File: config.mk
export PLATFORM = sky130hd
export DESIGN_NAME = io_output_ack_timebase
export DESIGN_NICKNAME = d
export VERILOG_FILES = /design/src/rtl/io_ack_pkg.sv /design/src/rtl/io_output_ack_timebase.sv
export SDC_FILE = /design/constraint.sdc
export NUM_CORES = 1
export LEC_CHECK = 0
export ABC_AREA = 0
export BUFFER_PORTS_ARGS = -buffer_cell sky130_fd_sc_hd__clkbuf_2
export CELL_PAD_IN_SITES_DETAIL_PLACEMENT = 0
export CELL_PAD_IN_SITES_GLOBAL_PLACEMENT = 1
export CORE_ASPECT_RATIO = 1.25
export CORE_MARGIN = 2
export CORE_UTILIZATION = 31
export CTS_CLUSTER_DIAMETER = 120
export CTS_CLUSTER_SIZE = 14
export DETAILED_ROUTE_END_ITERATION = 6
export PLACE_DENSITY_LB_ADDON = 0.1
export SLEW_MARGIN = 5
export SYNTH_ARGS = -nofsm -noshare
export SYNTH_HDL_FRONTEND = slang
export SYNTH_SLANG_ARGS = --single-unit
File: constraint.sdc
create_clock -name clock -period 3 [get_ports clock]
set_input_delay 0.6 -clock clock [delete_from_list [all_inputs] [get_ports clock]]
set_output_delay 0.6 -clock clock [all_outputs]
set_load 0.01 [all_outputs]
File: src/rtl/io_ack_pkg.sv
// shared types and constants for the output character and acknowledge block
package io_ack_pkg;
    // sequencer timing
    typedef enum logic [2:0] {SEQ_IDLE, SEQ_RW, SEQ_EXF_READ, SEQ_CW_READ, SEQ_INT_READ,
                              SEQ_CW_WRITE} seq_kind_t;
    typedef enum logic [2:0] {STEP_NONE, STEP_1_2, STEP_1_3, STEP_3_3, STEP_6_3} seq_step_t;
    typedef struct packed {
        seq_kind_t kind;
        seq_step_t step;
    } seq_t;
    // peripherals
    typedef enum logic [2:0] {PER_TAPE, PER_CONS0, PER_CONS1, PER_CONS2, PER_CONS3,
                              PER_PAPER, PER_PUNCH, PER_AUX} periph_t;
    typedef struct packed {
        logic    valid;
        periph_t unit;
        logic    isInput;
        logic    sixBit;
    } honor_t;
    typedef struct packed {
        logic [1:0]  charCount;
        logic [7:0]  wordCount;
        logic [13:0] address;
    } ctrl_word_t;
    typedef struct packed {
        periph_t    unit;
        logic [7:0] data;
    } char_t;
    // acknowledge line indices
    localparam int ACK_N         = 11;
    localparam int ACK_TAPE_OUT  = 0;
    localparam int ACK_TAPE_IN   = 1;
    localparam int ACK_CONS_BASE = 2;
    localparam int ACK_PAPER_IN  = 6;
    localparam int ACK_PAPER_OUT = 7;
    localparam int ACK_PUNCH_OUT = 8;
    localparam int ACK_AUX_IN    = 9;
    localparam int ACK_AUX_OUT   = 10;
    // character counts
    localparam logic [1:0] CC_FIRST = 2'h0;
    localparam logic [1:0] CC_LAST8 = 2'h2;
    localparam logic [1:0] CC_LAST6 = 2'h3;
    // external function unit codes
    localparam logic [4:0] UNIT_TAPE    = 5'h01;
    localparam logic [4:0] UNIT_AUX_IN  = 5'h06;
    localparam logic [4:0] UNIT_AUX_OUT = 5'h04;
    localparam logic [4:0] UNIT_PUNCH   = 5'h03;
    // interrupt control word fields
    localparam int TALLY_LSB = 14;
    localparam int TALLY_W   = 10;
    localparam int JUMP_W    = 14;
    // time base
    localparam int CLOCK_PERIOD_NS = 10;
    localparam int TICK_PERIOD_NS  = 1_000_000;
    localparam int TICK_CYCLES     = TICK_PERIOD_NS / CLOCK_PERIOD_NS;
    localparam int TICK_W          = 17;
    // buffering
    localparam int FIFO_DEPTH = 16;
    localparam int CHAR_W     = $bits(char_t);
endpackage

File: src/rtl/io_output_ack_timebase.sv
// output character selection, peripheral acknowledges and time-base interrupt
// Contract
// count zero eight-bit sends bits 16-23
// final count eight-bit sends bits 0-7
// after last char update control word
// external function forces final count, sends instruction
// six-bit first 18-23, last 0-5
// middle characters in descending bit order
// honoured input request raises input acknowledge
// honoured output request raises output acknowledge
// acknowledge cleared 1.2, set 1.3
// acknowledge gated from 6.3 to next 6.3
// flip-flops cleared at next 1.2
// external function read sends acknowledge too
// one flip-flop per acknowledge line
// tape acknowledges on requests and unit code
// console acknowledge with output or alone
// paper tape acknowledges each honoured request
// aux input acknowledge on request or code
// aux output acknowledge on request or code
// punch acknowledge on request or code
// software sets jump and tally word
// tally sets interrupt length in ticks
// subroutine returns through the return word
// interrupt uses three control sequences
// zero tally disarms, saves and loads counter
// armed logic requests at one kilohertz
// character register loaded at step 3.3
// six-bit characters carry odd parity
`timescale 1ns/1ps
`default_nettype none

module char_fifo #(
    parameter int WIDTH = 8,
    parameter int DEPTH = 16
) (
    // clock and reset
    input  wire logic             clock,
    input  wire logic             rst_b,
    // fill side
    input  wire logic             inValid,
    output logic                  inReady,
    input  wire logic [WIDTH-1:0] inData,
    // drain side
    output logic                  outValid,
    input  wire logic             outReady,
    output logic      [WIDTH-1:0] outData
);
    localparam int AW = $clog2(DEPTH);
    logic [WIDTH-1:0] mem [DEPTH];
    logic [AW-1:0]    wrPtr;
    logic [AW-1:0]    rdPtr;
    logic [AW:0]      count;
    logic             doPush;
    logic             doPop;

    // honest flags from the occupancy count
    assign inReady  = (count != (AW+1)'(DEPTH));
    assign outValid = (count != '0);
    assign outData  = mem[rdPtr];
    assign doPush   = inValid && inReady;
    assign doPop    = outValid && outReady;

    // pointers and count
    always_ff @(posedge clock or negedge rst_b) begin
        if (!rst_b) begin
            wrPtr <= '0;
            rdPtr <= '0;
            count <= '0;
        end else begin
            if (doPush) wrPtr <= wrPtr + 1'b1;
            if (doPop) rdPtr <= rdPtr + 1'b1;
            count <= count + (AW+1)'(doPush) - (AW+1)'(doPop);
        end
    end

    // storage has no reset; only read behind valid
    always_ff @(posedge clock) begin
        if (doPush) mem[wrPtr] <= inData;
    end
endmodule

module io_output_ack_timebase
#(
    parameter int TICK_COUNT = io_ack_pkg::TICK_CYCLES
) (
    // clock and reset
    input  wire logic                            clock,
    input  wire logic                            rst_b,
    // sequencer and honoured request
    input  wire io_ack_pkg::seq_t                seq,
    input  wire io_ack_pkg::honor_t              honor,
    input  wire io_ack_pkg::ctrl_word_t          ctrlWord,
    input  wire logic [23:0]                     memWord,
    input  wire logic [23:0]                     exfInstr,
    input  wire logic [4:0]                      exfUnit,
    // control word write-back
    output io_ack_pkg::ctrl_word_t               nextCtrlWord,
    output logic                                 ctrlWordWrite,
    // output characters toward peripherals
    output logic                                 charValid,
    input  wire logic                            charReady,
    output io_ack_pkg::char_t                    charData,
    output logic                                 charSpace,
    // acknowledge lines
    output logic [io_ack_pkg::ACK_N-1:0]         ackLines,
    // time-base interrupt
    input  wire logic                            armSet,
    input  wire logic                            armClear,
    input  wire logic                            intHonored,
    input  wire logic [23:0]                     intWord,
    input  wire logic [13:0]                     progCount,
    output logic                                 armed,
    output logic                                 intRequest,
    output logic [13:0]                          returnAddr,
    output logic [13:0]                          newProgCount,
    output logic                                 loadProg,
    output logic [io_ack_pkg::TALLY_W-1:0]       tallyNext,
    output logic                                 tallyWrite
);
    import io_ack_pkg::*;

    typedef struct packed {
        logic [ACK_N-1:0]   ackFf;
        logic [ACK_N-1:0]   ackLine;
        logic               pushValid;
        char_t              pushChar;
        ctrl_word_t         cw;
        logic               cwWr;
        logic               armed;
        logic               intReq;
        logic [TICK_W-1:0]  tick;
        logic [13:0]        retAddr;
        logic [13:0]        newP;
        logic               loadP;
        logic [TALLY_W-1:0] tally;
        logic               tallyWr;
    } state_t;

    state_t st;
    state_t next_st;
    logic   pushReady;

    // acknowledge line for a honoured request; each console has one line for both directions
    function automatic int ackIndex(input periph_t unit, input logic isInput);
        unique case (unit)
            PER_TAPE:  ackIndex = isInput ? ACK_TAPE_IN : ACK_TAPE_OUT;
            PER_PAPER: ackIndex = isInput ? ACK_PAPER_IN : ACK_PAPER_OUT;
            PER_PUNCH: ackIndex = ACK_PUNCH_OUT;
            PER_AUX:   ackIndex = isInput ? ACK_AUX_IN : ACK_AUX_OUT;
            default:   ackIndex = ACK_CONS_BASE + int'(unit) - int'(PER_CONS0);
        endcase
    endfunction

    // character picked from the word by count and mode
    function automatic logic [7:0] pickChar(input logic [23:0] w, input logic [1:0] cc,
                                            input logic six);
        logic [5:0] c6;
        c6 = 6'h00;
        if (six) begin
            unique case (cc)
                2'h0: c6 = w[23:18];
                2'h1: c6 = w[17:12];
                2'h2: c6 = w[11:6];
                2'h3: c6 = w[5:0];
            endcase
            pickChar = {1'b0, ~^c6, c6}; // odd parity beside the six data bits
        end else begin
            unique case (cc)
                2'h0:    pickChar = w[23:16];
                2'h1:    pickChar = w[15:8];
                default: pickChar = w[7:0];
            endcase
        end
    endfunction

    // next state
    always_comb begin
        logic        outReq;
        logic        last;
        next_st = st;
        outReq = honor.valid && !honor.isInput;
        last = honor.sixBit ? (ctrlWord.charCount == CC_LAST6)
                            : (ctrlWord.charCount == CC_LAST8);
        next_st.pushValid = 1'b0;
        next_st.cwWr = 1'b0;
        next_st.loadP = 1'b0;
        next_st.tallyWr = 1'b0;

        // acknowledge flip-flops, one per line
        if (seq.step == STEP_1_2 && (seq.kind == SEQ_RW || seq.kind == SEQ_EXF_READ)) begin
            next_st.ackFf = '0;
        end
        if (seq.step == STEP_1_3 && seq.kind == SEQ_RW && honor.valid) begin
            next_st.ackFf[ackIndex(honor.unit, honor.isInput)] = 1'b1;
        end
        if (seq.step == STEP_1_3 && seq.kind == SEQ_EXF_READ) begin
            // unit codes pick the line for an external function
            unique case (exfUnit)
                UNIT_TAPE:    next_st.ackFf[ACK_TAPE_OUT] = 1'b1;
                UNIT_AUX_IN:  next_st.ackFf[ACK_AUX_IN] = 1'b1;
                UNIT_AUX_OUT: next_st.ackFf[ACK_AUX_OUT] = 1'b1;
                UNIT_PUNCH:   next_st.ackFf[ACK_PUNCH_OUT] = 1'b1;
                default:      ;
            endcase
        end
        // peripheral sees the flip-flops only from 6.3 to the next 6.3
        if (seq.step == STEP_6_3) begin
            next_st.ackLine = (seq.kind == SEQ_RW || seq.kind == SEQ_EXF_READ)
                              ? st.ackFf : '0;
        end

        // character register load and control word update at 3.3
        if (seq.step == STEP_3_3 && seq.kind == SEQ_RW && outReq) begin
            next_st.pushValid = 1'b1;
            next_st.pushChar.unit = honor.unit;
            next_st.pushChar.data = pickChar(memWord, ctrlWord.charCount, honor.sixBit);
            next_st.cwWr = 1'b1;
            next_st.cw = ctrlWord;
            if (last) begin
                next_st.cw.charCount = CC_FIRST;
                next_st.cw.wordCount = ctrlWord.wordCount - 8'h01;
                next_st.cw.address = ctrlWord.address + 14'h0001;
            end else begin
                next_st.cw.charCount = ctrlWord.charCount + 2'h1;
            end
        end
        if (seq.step == STEP_3_3 && seq.kind == SEQ_EXF_READ) begin
            next_st.pushValid = 1'b1;
            next_st.pushChar.unit = honor.unit;
            next_st.pushChar.data = pickChar(exfInstr, CC_LAST8, 1'b0); // final count
        end

        if (seq.step == STEP_1_3 && intHonored) begin
            next_st.intReq = 1'b0; // taken by priority; a tick in this cycle still sets it
        end
        // time base: free tick while armed
        if (armSet) begin
            next_st.armed = 1'b1;
            next_st.tick = '0;
        end else if (st.armed) begin
            if (st.tick == TICK_W'(TICK_COUNT - 1)) begin
                next_st.tick = '0;
                next_st.intReq = 1'b1;
            end else begin
                next_st.tick = st.tick + 1'b1;
            end
        end
        // interrupt read sequence with zero tally
        if (seq.kind == SEQ_INT_READ && intWord[TALLY_LSB +: TALLY_W] == '0) begin
            if (seq.step == STEP_1_2) begin
                next_st.armed = 1'b0;
                next_st.intReq = 1'b0;
            end
            if (seq.step == STEP_1_3) begin
                next_st.retAddr = progCount;
                next_st.newP = intWord[JUMP_W-1:0];
                next_st.loadP = 1'b1;
            end
        end
        // control word write at 3.3 counts the tally down when intHonored is set
        if (seq.kind == SEQ_CW_WRITE && seq.step == STEP_3_3 && intHonored) begin
            next_st.tally = intWord[TALLY_LSB +: TALLY_W] - 10'h001;
            next_st.tallyWr = 1'b1;
        end
        if (armClear) begin
            next_st.armed = 1'b0; // disarm wins over arm
            next_st.intReq = 1'b0;
        end
    end

    // state register
    always_ff @(posedge clock or negedge rst_b) begin
        if (!rst_b) st <= '0;
        else st <= next_st;
    end

    // output buffer; a full buffer drops a push, so charSpace gates the sequencer
    char_fifo #(.WIDTH(CHAR_W), .DEPTH(FIFO_DEPTH)) char_fifo_i (
        .clock    (clock),
        .rst_b    (rst_b),
        .inValid  (st.pushValid),
        .inReady  (pushReady),
        .inData   (st.pushChar),
        .outValid (charValid),
        .outReady (charReady),
        .outData  (charData)
    );

    assign charSpace     = pushReady;
    assign ackLines      = st.ackLine;
    assign nextCtrlWord  = st.cw;
    assign ctrlWordWrite = st.cwWr;
    assign armed         = st.armed;
    assign intRequest    = st.intReq;
    assign returnAddr    = st.retAddr;
    assign newProgCount  = st.newP;
    assign loadProg      = st.loadP;
    assign tallyNext     = st.tally;
    assign tallyWrite    = st.tallyWr;
endmodule

`default_nettype wire

# == After elaboration in Yosys (flattened, before gate mapping) ==
# Memories as Yosys holds them, arrays and structs flattened.
# Index checks and enable logic that the tools add are counted.
# totals
register_bits,131
mem_bits_rw,176
out_inout_bits,91
n_memories,1
# mem_list
name,depth,width,rd,rd_clocked_by_memory_dff,wr,line_no,rtl
char_fifo_i.mem,16,11,1,0,1,io_output_ack_timebase.sv:50,logic [WIDTH-1:0] mem [DEPTH];
# op_classes
add_sub_neg,11
n_lt_le_gt_ge,2
eq_ne,20
mux,41
bitwise,1
reduce_logical,25
# ops
op,count
$pmux W32 S4,1
$mux W37,1
$mux W17,2
$mux W11,3
$ge A32 B1 Y1 const B,1
$lt A32 B6 Y1 const B,1
$mux W32,1
$pmux W6 S4,1
$mux W22,1
$eq A3 B3 Y1 const B,6
$mux W1,18
$mux W18,1
$add A17 B1 Y17 const B,1
$eq A17 B17 Y1 const B,1
$pmux W8 S2,1
$logic_and A1 B1 Y1,15
$add A14 B1 Y14 const B,1
$mux W12,1
$mux W6,2
$or A11 B11 Y11,1
$eq A5 B3 Y1 const B,2
$logic_not A10 Y1,1
$mux W2,5
$sub A10 B1 Y10 const B,1
25 further kinds,31

# == Logic depth before layout (Yosys ltp) ==
# Gate-level depths: netlist (run 1).
# logic_depth
depth_word,12
ltp_mapped,15
depth_no_buf,14

# == Hierarchy ==
# From an unflattened synthesis (run 1), not the netlist that was laid out.
# unflattened
hier_cells,1073
area_unflattened_um2,14089.8
# by_module_without_submodules
module,instances,cells_each,area_per_inst_um2,seq_area_each_um2
char_fifo,1,407,7586.0,5610.4
io_output_ack_timebase,1,666,6503.7,2952.8

# == Worst setup path before layout (run 1) ==
# Ideal clock, no wire load.
# synth_timing
kind,flip-flop to output port
start,register char_fifo_i.rdPtr[0]
end,output charData[0] (netlist bit)
t_arrival_ps,1908
path_slack_ps,492
path_stages_with_launch,5
cell_sequence,dfrtp_1 -> buf_2 -> buf_2 -> mux4_2 -> mux4_2
# synth_lines
item,line_no,rtl
from (decl),io_output_ack_timebase.sv:52,logic [AW-1:0] rdPtr;
from (signal assigned),io_output_ack_timebase.sv:72,if (doPop) rdPtr <= rdPtr + 1'b1;
to (decl),io_output_ack_timebase.sv:103,"output io_ack_pkg::char_t charData,"

==> impl_metrics.ini, run 1 <==
[global_route]
grt_pass1_wl_mm = 53.34
antenna_found_initial = 1
grt_pass1_vias = 8806
grt_start_max_net_pins = 84
track_usage = 0.1488
grt_overflow_total = 0

[sta]
finalSetupViolCount = 8
drv_slew = 0
max_freq_mhz = 329.1
whs_ps = 258.2
rsz0062_at_grt = yes
period_share = 1.013
min_period_ps = 3038
setup_ws_ps = -38.48
slew_headroom = 0.3166
fin_skew_ps = 22.70
hold_viol = 0
finalSetupTns_ps = -171.2
worstMarginPinSlew_ps = 1021

[clock_tree]
clk_latency_ps = 560
cts_tree = done
htreeDepth = 1
post_cts_buffers = 0
cts_root_buf = clkbuf_16
clk_path_buf_depth = 3
cts_buffers = 25
clock-sinks = 307
clkTransAtPathRegs_ps = 60
cts_resized = 0

[power]
powerDensity_mw_per_mm2 = 675.3
p_leak_uw = 0.006509
total_power_uw = 10820
irDropWorstVdd_uv = 323.3

[die]
core_mm2 = 0.04422
initial_core_util = 0.3142
ios = 224
die_w_um = 193.4
die_h_um = 240.7
rows = 86
die_area_mm2 = 0.04654

[yosys]
yosys_warnings = 0
synth_top_area_cell = edfxtp_1
yosysTopAreaCellShare = 0.3804
synth_edf_count = 176
synthTopCellsByArea = edfxtp_1, dfrtp_1, mux4_2
synth_seq_area_share = 0.6163
async_flop_share = 0.4267
yosys.cell_types.count = 56
synthCells = 987
syn_avg_cell_area_um2 = 14.08
synth_nets = 1147
synth_flop_cell = edfxtp_1
synth_seq_cells = 307
syn_area_mm2 = 0.01389

[drt]
drtAntennaViolNets = 0
wl_per_cell_um = 19.91
wirelength_mm = 34.57
via_count = 8273
post-route-drc-count = 0
drt-initial-drc-count = 374
viasPerCell = 4.766
first_pass_iters = 6

[run_status]
status = finished, violations left
failed_checks = setup timing

[placement]
place_congestion = 0.7669
place_area_mm2 = 0.01530
io_buffer_count = 207
dp_hpwl_mm = 23.66

[cells_and_area]
final_common_cell = clkbuf_2
mostFrequentLayoutCells = clkbuf_2, edfxtp_1, dfrtp_1
drive_gt1_frac = 0.3204
antennaDiodeCount = 0
fillers = 4324
area_growth_pct = 15.27
design_area_mm2 = 0.01602
layout.nets = 1308

[worst_setup_path]
setup.worst_path.start_class = flop
r2r-start = char_fifo_i.count[2]
worstPathArrival_ps = 2440
reg2reg_depth = 14
crit_path_end = charData[1]
critical_path.startpoint = char_fifo_i.rdPtr[0]
cp_max_fo = 22
worstSetupPathType = reg2out
required_ps = 2400
r2r_end = char_fifo_i.count[4]
rrSetupSlack_ps = 550
critPathCaptureType = primary output

[flow_run]
maxCapViolCount = 0

[hold_path]
hp-class = in2reg
## critical path, stage by stage, from the launching register on
cell      delay [ps]
dfrtp_2          410
buf_12           230
mux4_2           550
mux4_2           510
clkbuf_2         170
## where the power goes
group	switching, µW	internal, µW	total, µW	leakage (µW)
registers	284	4810	5090	0.00337
logic	1280	1320	2600	0.00280
clock network	1550	1570	3120	0.000338
## synth_stat cells, types with 8 or more instances
library cell,n
buf_4,73
a22o_1,15
buf_2,9
inv_1,26
xnor2_1,29
nor3_1,13
mux4_2,55
nand4_1,13
edfxtp_1,176
o31ai_1,8
a22oi_1,20
nand2b_1,12
a21oi_1,34
nand3_1,8
xor2_1,16
nor2_1,52
o21ai_0,56
mux2_4,9
clkbuf_1,27
dfrtp_1,131
nand2_1,72
mux2_2,24
ha_1,26
## sequential cells by signal, summed over array words and instances, names as in the netlist
register           count
loadProg               1
intRequest             1
returnAddr            14
char_fifo_i.wrPtr      4
ctrlWordWrite          1
tallyNext             10
char_fifo_i.rdPtr      4
char_fifo_i.mem      176
ackLines              11
char_fifo_i.count      5
st                    40
armed                  1
newProgCount          14
tallyWrite             1
nextCtrlWord          24
## through the flow
stage / instances / worst slack (ps) / util
final: 1736 / -38.48 / 0.3622
after global routing: 1736 / -144.4 / 0.3622
after CTS: 1736 / -98.97 / 0.3622
after detailed placement: 1692 / 341.8 / 0.3459
after global placement: 1692 / 349.3 / 0.3459
after floorplan: 987 / 491.6 / -
## repair_timing
item / 4_1_cts / 5_1_grt
hold endpoints to repair: 24 / 0
cloned: 0 / 0
hold buffers: 1 / 0
setup endpoints to repair: 11 / 11
## kinds of logic after synthesis
kind of cell | synth area share
buffers and inverters | 0.05979
flip-flops | 0.6163
adder cells (fa/ha/maj) | 0.02485
AND/OR/NAND/NOR | 0.07474
AO/OA/AOI/OAI | 0.07546
multiplexers | 0.1205
XOR/XNOR | 0.02837
## final cells by class
| class | count | area (µm²) | share of cell area |
|---|---|---|---|
| Tap cell | 572 | 715.7 | 0.04468 |
| Multi-Input combinational cell | 539 | 4522 | 0.2823 |
| Sequential cell | 307 | 8566 | 0.5348 |
| Timing Repair Buffer | 248 | 1403 | 0.08757 |
| Clock buffer | 42 | 689.4 | 0.04304 |
| Inverter | 27 | 101.3 | 0.006328 |
| Clock inverter | 1 | 20.02 | 0.001250 |
## how the worst min path moves through the flow
stage / start / end / slack, ps / cells past startpoint
after detailed placement: nextCtrlWord[23] / nextCtrlWord[23] / 470 / 2
after CTS: progCount[11] / returnAddr[11] / 230 / 2
after floorplan: rst_b / ackLines[0] / 300 / 0
after global placement: nextCtrlWord[23] / nextCtrlWord[23] / 460 / 2
final: armSet / st[44] / 260 / 2
after global routing: armSet / st[44] / 250 / 2
## routing by layer
| layer | up-vias | wire length [µm] | global-route usage |
|---|---|---|---|
| li1 | 3925 | - | - |
| met1 | 4124 | 14230 | 0.1784 |
| met2 | 180 | 17730 | 0.2685 |
| met3 | 42 | 1964 | 0.03563 |
| met4 | 2 | 630 | 0.03840 |
| met5 | - | 13 | 0 |
Note: power is estimated with default switching activity, not from simulation.
==> inputs of run 2 (changes only) <==
--- a/config.mk
+++ b/config.mk
@@ -15,8 +15,10 @@
 export CTS_CLUSTER_DIAMETER = 120
 export CTS_CLUSTER_SIZE = 14
 export DETAILED_ROUTE_END_ITERATION = 6
+export GPL_TIMING_DRIVEN = 0
 export PLACE_DENSITY_LB_ADDON = 0.1
 export SLEW_MARGIN = 5
 export SYNTH_ARGS = -nofsm -noshare
 export SYNTH_HDL_FRONTEND = slang
+export SYNTH_HIERARCHICAL = 1
 export SYNTH_SLANG_ARGS = --single-unit
==> impl_metrics.ini, run 2 <==
[run_status]
status = finished clean

[die]
ios = 224
die_area_mm2 = 0.04718
die_h_um = 242.4
rows = 87
die_w_um = 194.7
initial_core_util = 0.3134
core_mm2 = 0.04496

[drt]
via_count = 9153
drt-initial-drc-count = 540
viasPerCell = 4.782
wirelength_mm = 36.57
wl_per_cell_um = 19.11
drtAntennaViolNets = 0
post-route-drc-count = 0
first_pass_iters = 7

[clock_tree]
cts_tree = done
htreeDepth = 1
clock-sinks = 307
clk_latency_ps = 540
cts_root_buf = clkbuf_16
cts_buffers = 25
clk_path_buf_depth = 3
clkTransAtPathRegs_ps = 70

[power]
p_leak_uw = 0.007193
powerDensity_mw_per_mm2 = 694.1
total_power_uw = 11850
irDropWorstVdd_uv = 397.4

[worst_setup_path]
cp_max_fo = 6
worstSetupPathType = reg2out
setup.worst_path.start_class = flop
worstPathArrival_ps = 2310
reg2reg_depth = 14
critPathCaptureType = primary output
required_ps = 2400

[sta]
min_period_ps = 2907
max_freq_mhz = 344.0
drv_slew = 0
slew_headroom = 0.2047
finalSetupViolCount = 0
worstMarginPinSlew_ps = 1189
rsz0062_at_grt = yes
whs_ps = 77.31
period_share = 0.9691
fin_skew_ps = 12.61
hold_viol = 0

[yosys]
synth_seq_cells = 307
syn_area_mm2 = 0.01409
yosysMostFrequentCell = edfxtp_1
yosys_warnings = 6
synthTopCellsByArea = edfxtp_1, dfrtp_1, buf_4
synth_seq_area_share = 0.6078
yosys-top-cells-count = edfxtp_1, dfrtp_1, nand2_1
synth_top_area_cell = edfxtp_1
yosys.cell_types.count = 63
synth_flop_cell = edfxtp_1
async_flop_share = 0.4267
synthCells = 1073
synth_nets = 1232
syn_avg_cell_area_um2 = 13.13
yosysTopAreaCellShare = 0.3751
synth_edf_count = 176

[flow_run]
maxCapViolCount = 0

[cells_and_area]
antennaDiodeCount = 0
post-route-util = 0.3796
final_cells = 1914
area_growth_pct = 21.13
design_area_mm2 = 0.01707
regMostFlops = char_fifo_i/mem
mostFrequentLayoutCells = clkbuf_2, edfxtp_1, dfrtp_1
largest_reg_flops = 176
final_common_cell = clkbuf_2
drive_gt1_frac = 0.3249
layout.nets = 1479

[placement]
place_congestion = 0.7910
dp_cells = 1862
place_area_mm2 = 0.01594
io_buffer_count = 206
dp_hpwl_mm = 25.63

[global_route]
grt_start_max_net_pins = 70
grt_pass1_wl_mm = 56.40
antenna_found_initial = 0
track_usage = 0.1542
grt_overflow_total = 0
grt_pass1_vias = 9650

[hold_path]
hp-class = in2async
run 2: cell count changes after synthesis, sizes merged, moves of 8 or more:
cell    delta
a221oi    +23
a22oi      +9
inv        +8
mux2i     +45
mux4      -33
nand2     +27
nand3     +10
nand4      -8
nor2      -20
o21ai     +32
run 2: logic make-up after synthesis:
group / count (synthesis) / synth area share
compound gates: 212 / 0.09786
xor+xnor: 43 / 0.02673
fa+ha+maj: 26 / 0.02362
buf+inv: 157 / 0.06625
flops: 307 / 0.6078
mux: 102 / 0.09750
simple gates: 226 / 0.08028
run 2: critical path: stages, from the launching register on:
cell	delay, ps
dfrtp_1	390
buf_6	150
buf_12	150
buf_12	140
mux2i_2	160
a221oi_4	360
o21ai_1	120
nand2_1	150
buf_2	150
run 2: routing by layer:
layer,GRT usage,share of wire,up-vias
met4,0.03213,0.014,0
met1,0.1862,0.42,4555
met2,0.2760,0.51,192
met5,0,0,-
met3,0.03996,0.063,34
li1,-,-,4372
run 2: final timing paths:
| kind | slack, ps | from | end |
|---|---|---|---|
| worst max-delay path | 90 | char_fifo_i/rdPtr[0] | charData[2] |
| worst max register to register | 190 | char_fifo_i/count[2] | char_fifo_i/count[4] |
| worst min-delay path | 80 | rst_b | newProgCount[10] |
| min in group clock | 230 | armClear | armed |
| worst min register to register | 470 | nextCtrlWord[23] | nextCtrlWord[23] |
| max in group asynchronous | 2170 | rst_b | char_fifo_i/rdPtr[2] |
run 2: area by class of cell:
class                   instances  area [µm²]
repair buffers                221        1236
multi-input cells             609        4835
fillers                      4398       27890
plain buffers                 121       884.6
clock buffers                  43       693.2
flip-flops and latches        307        8563
inverters                      35       131.4
well taps                     578       723.2
run 2: timing repair:
action                                  in CTS  in global routing
hold buffers                                 0                  0
buffers inserted                             0                  7
endpoints found under the setup margin      11                 11
pin swaps                                    5                 12
resized for setup                           42                 30
cloned                                       1                  2
run 2: metrics by stage:
step,TNS [ps],setup slack (ps)
2_1_floorplan,0,315.8
3_3_place_gp,-185360,-1204
5_1_grt,-111.1,-41.77
6_report,0,92.64
4_1_cts,-52.59,-23.45
3_5_place_dp,0,96.37
run 2: where the power goes:
group / switching, µW / internal (µW)
combinational: 1960 / 1720
sequential: 323 / 4800
clock: 1490 / 1560
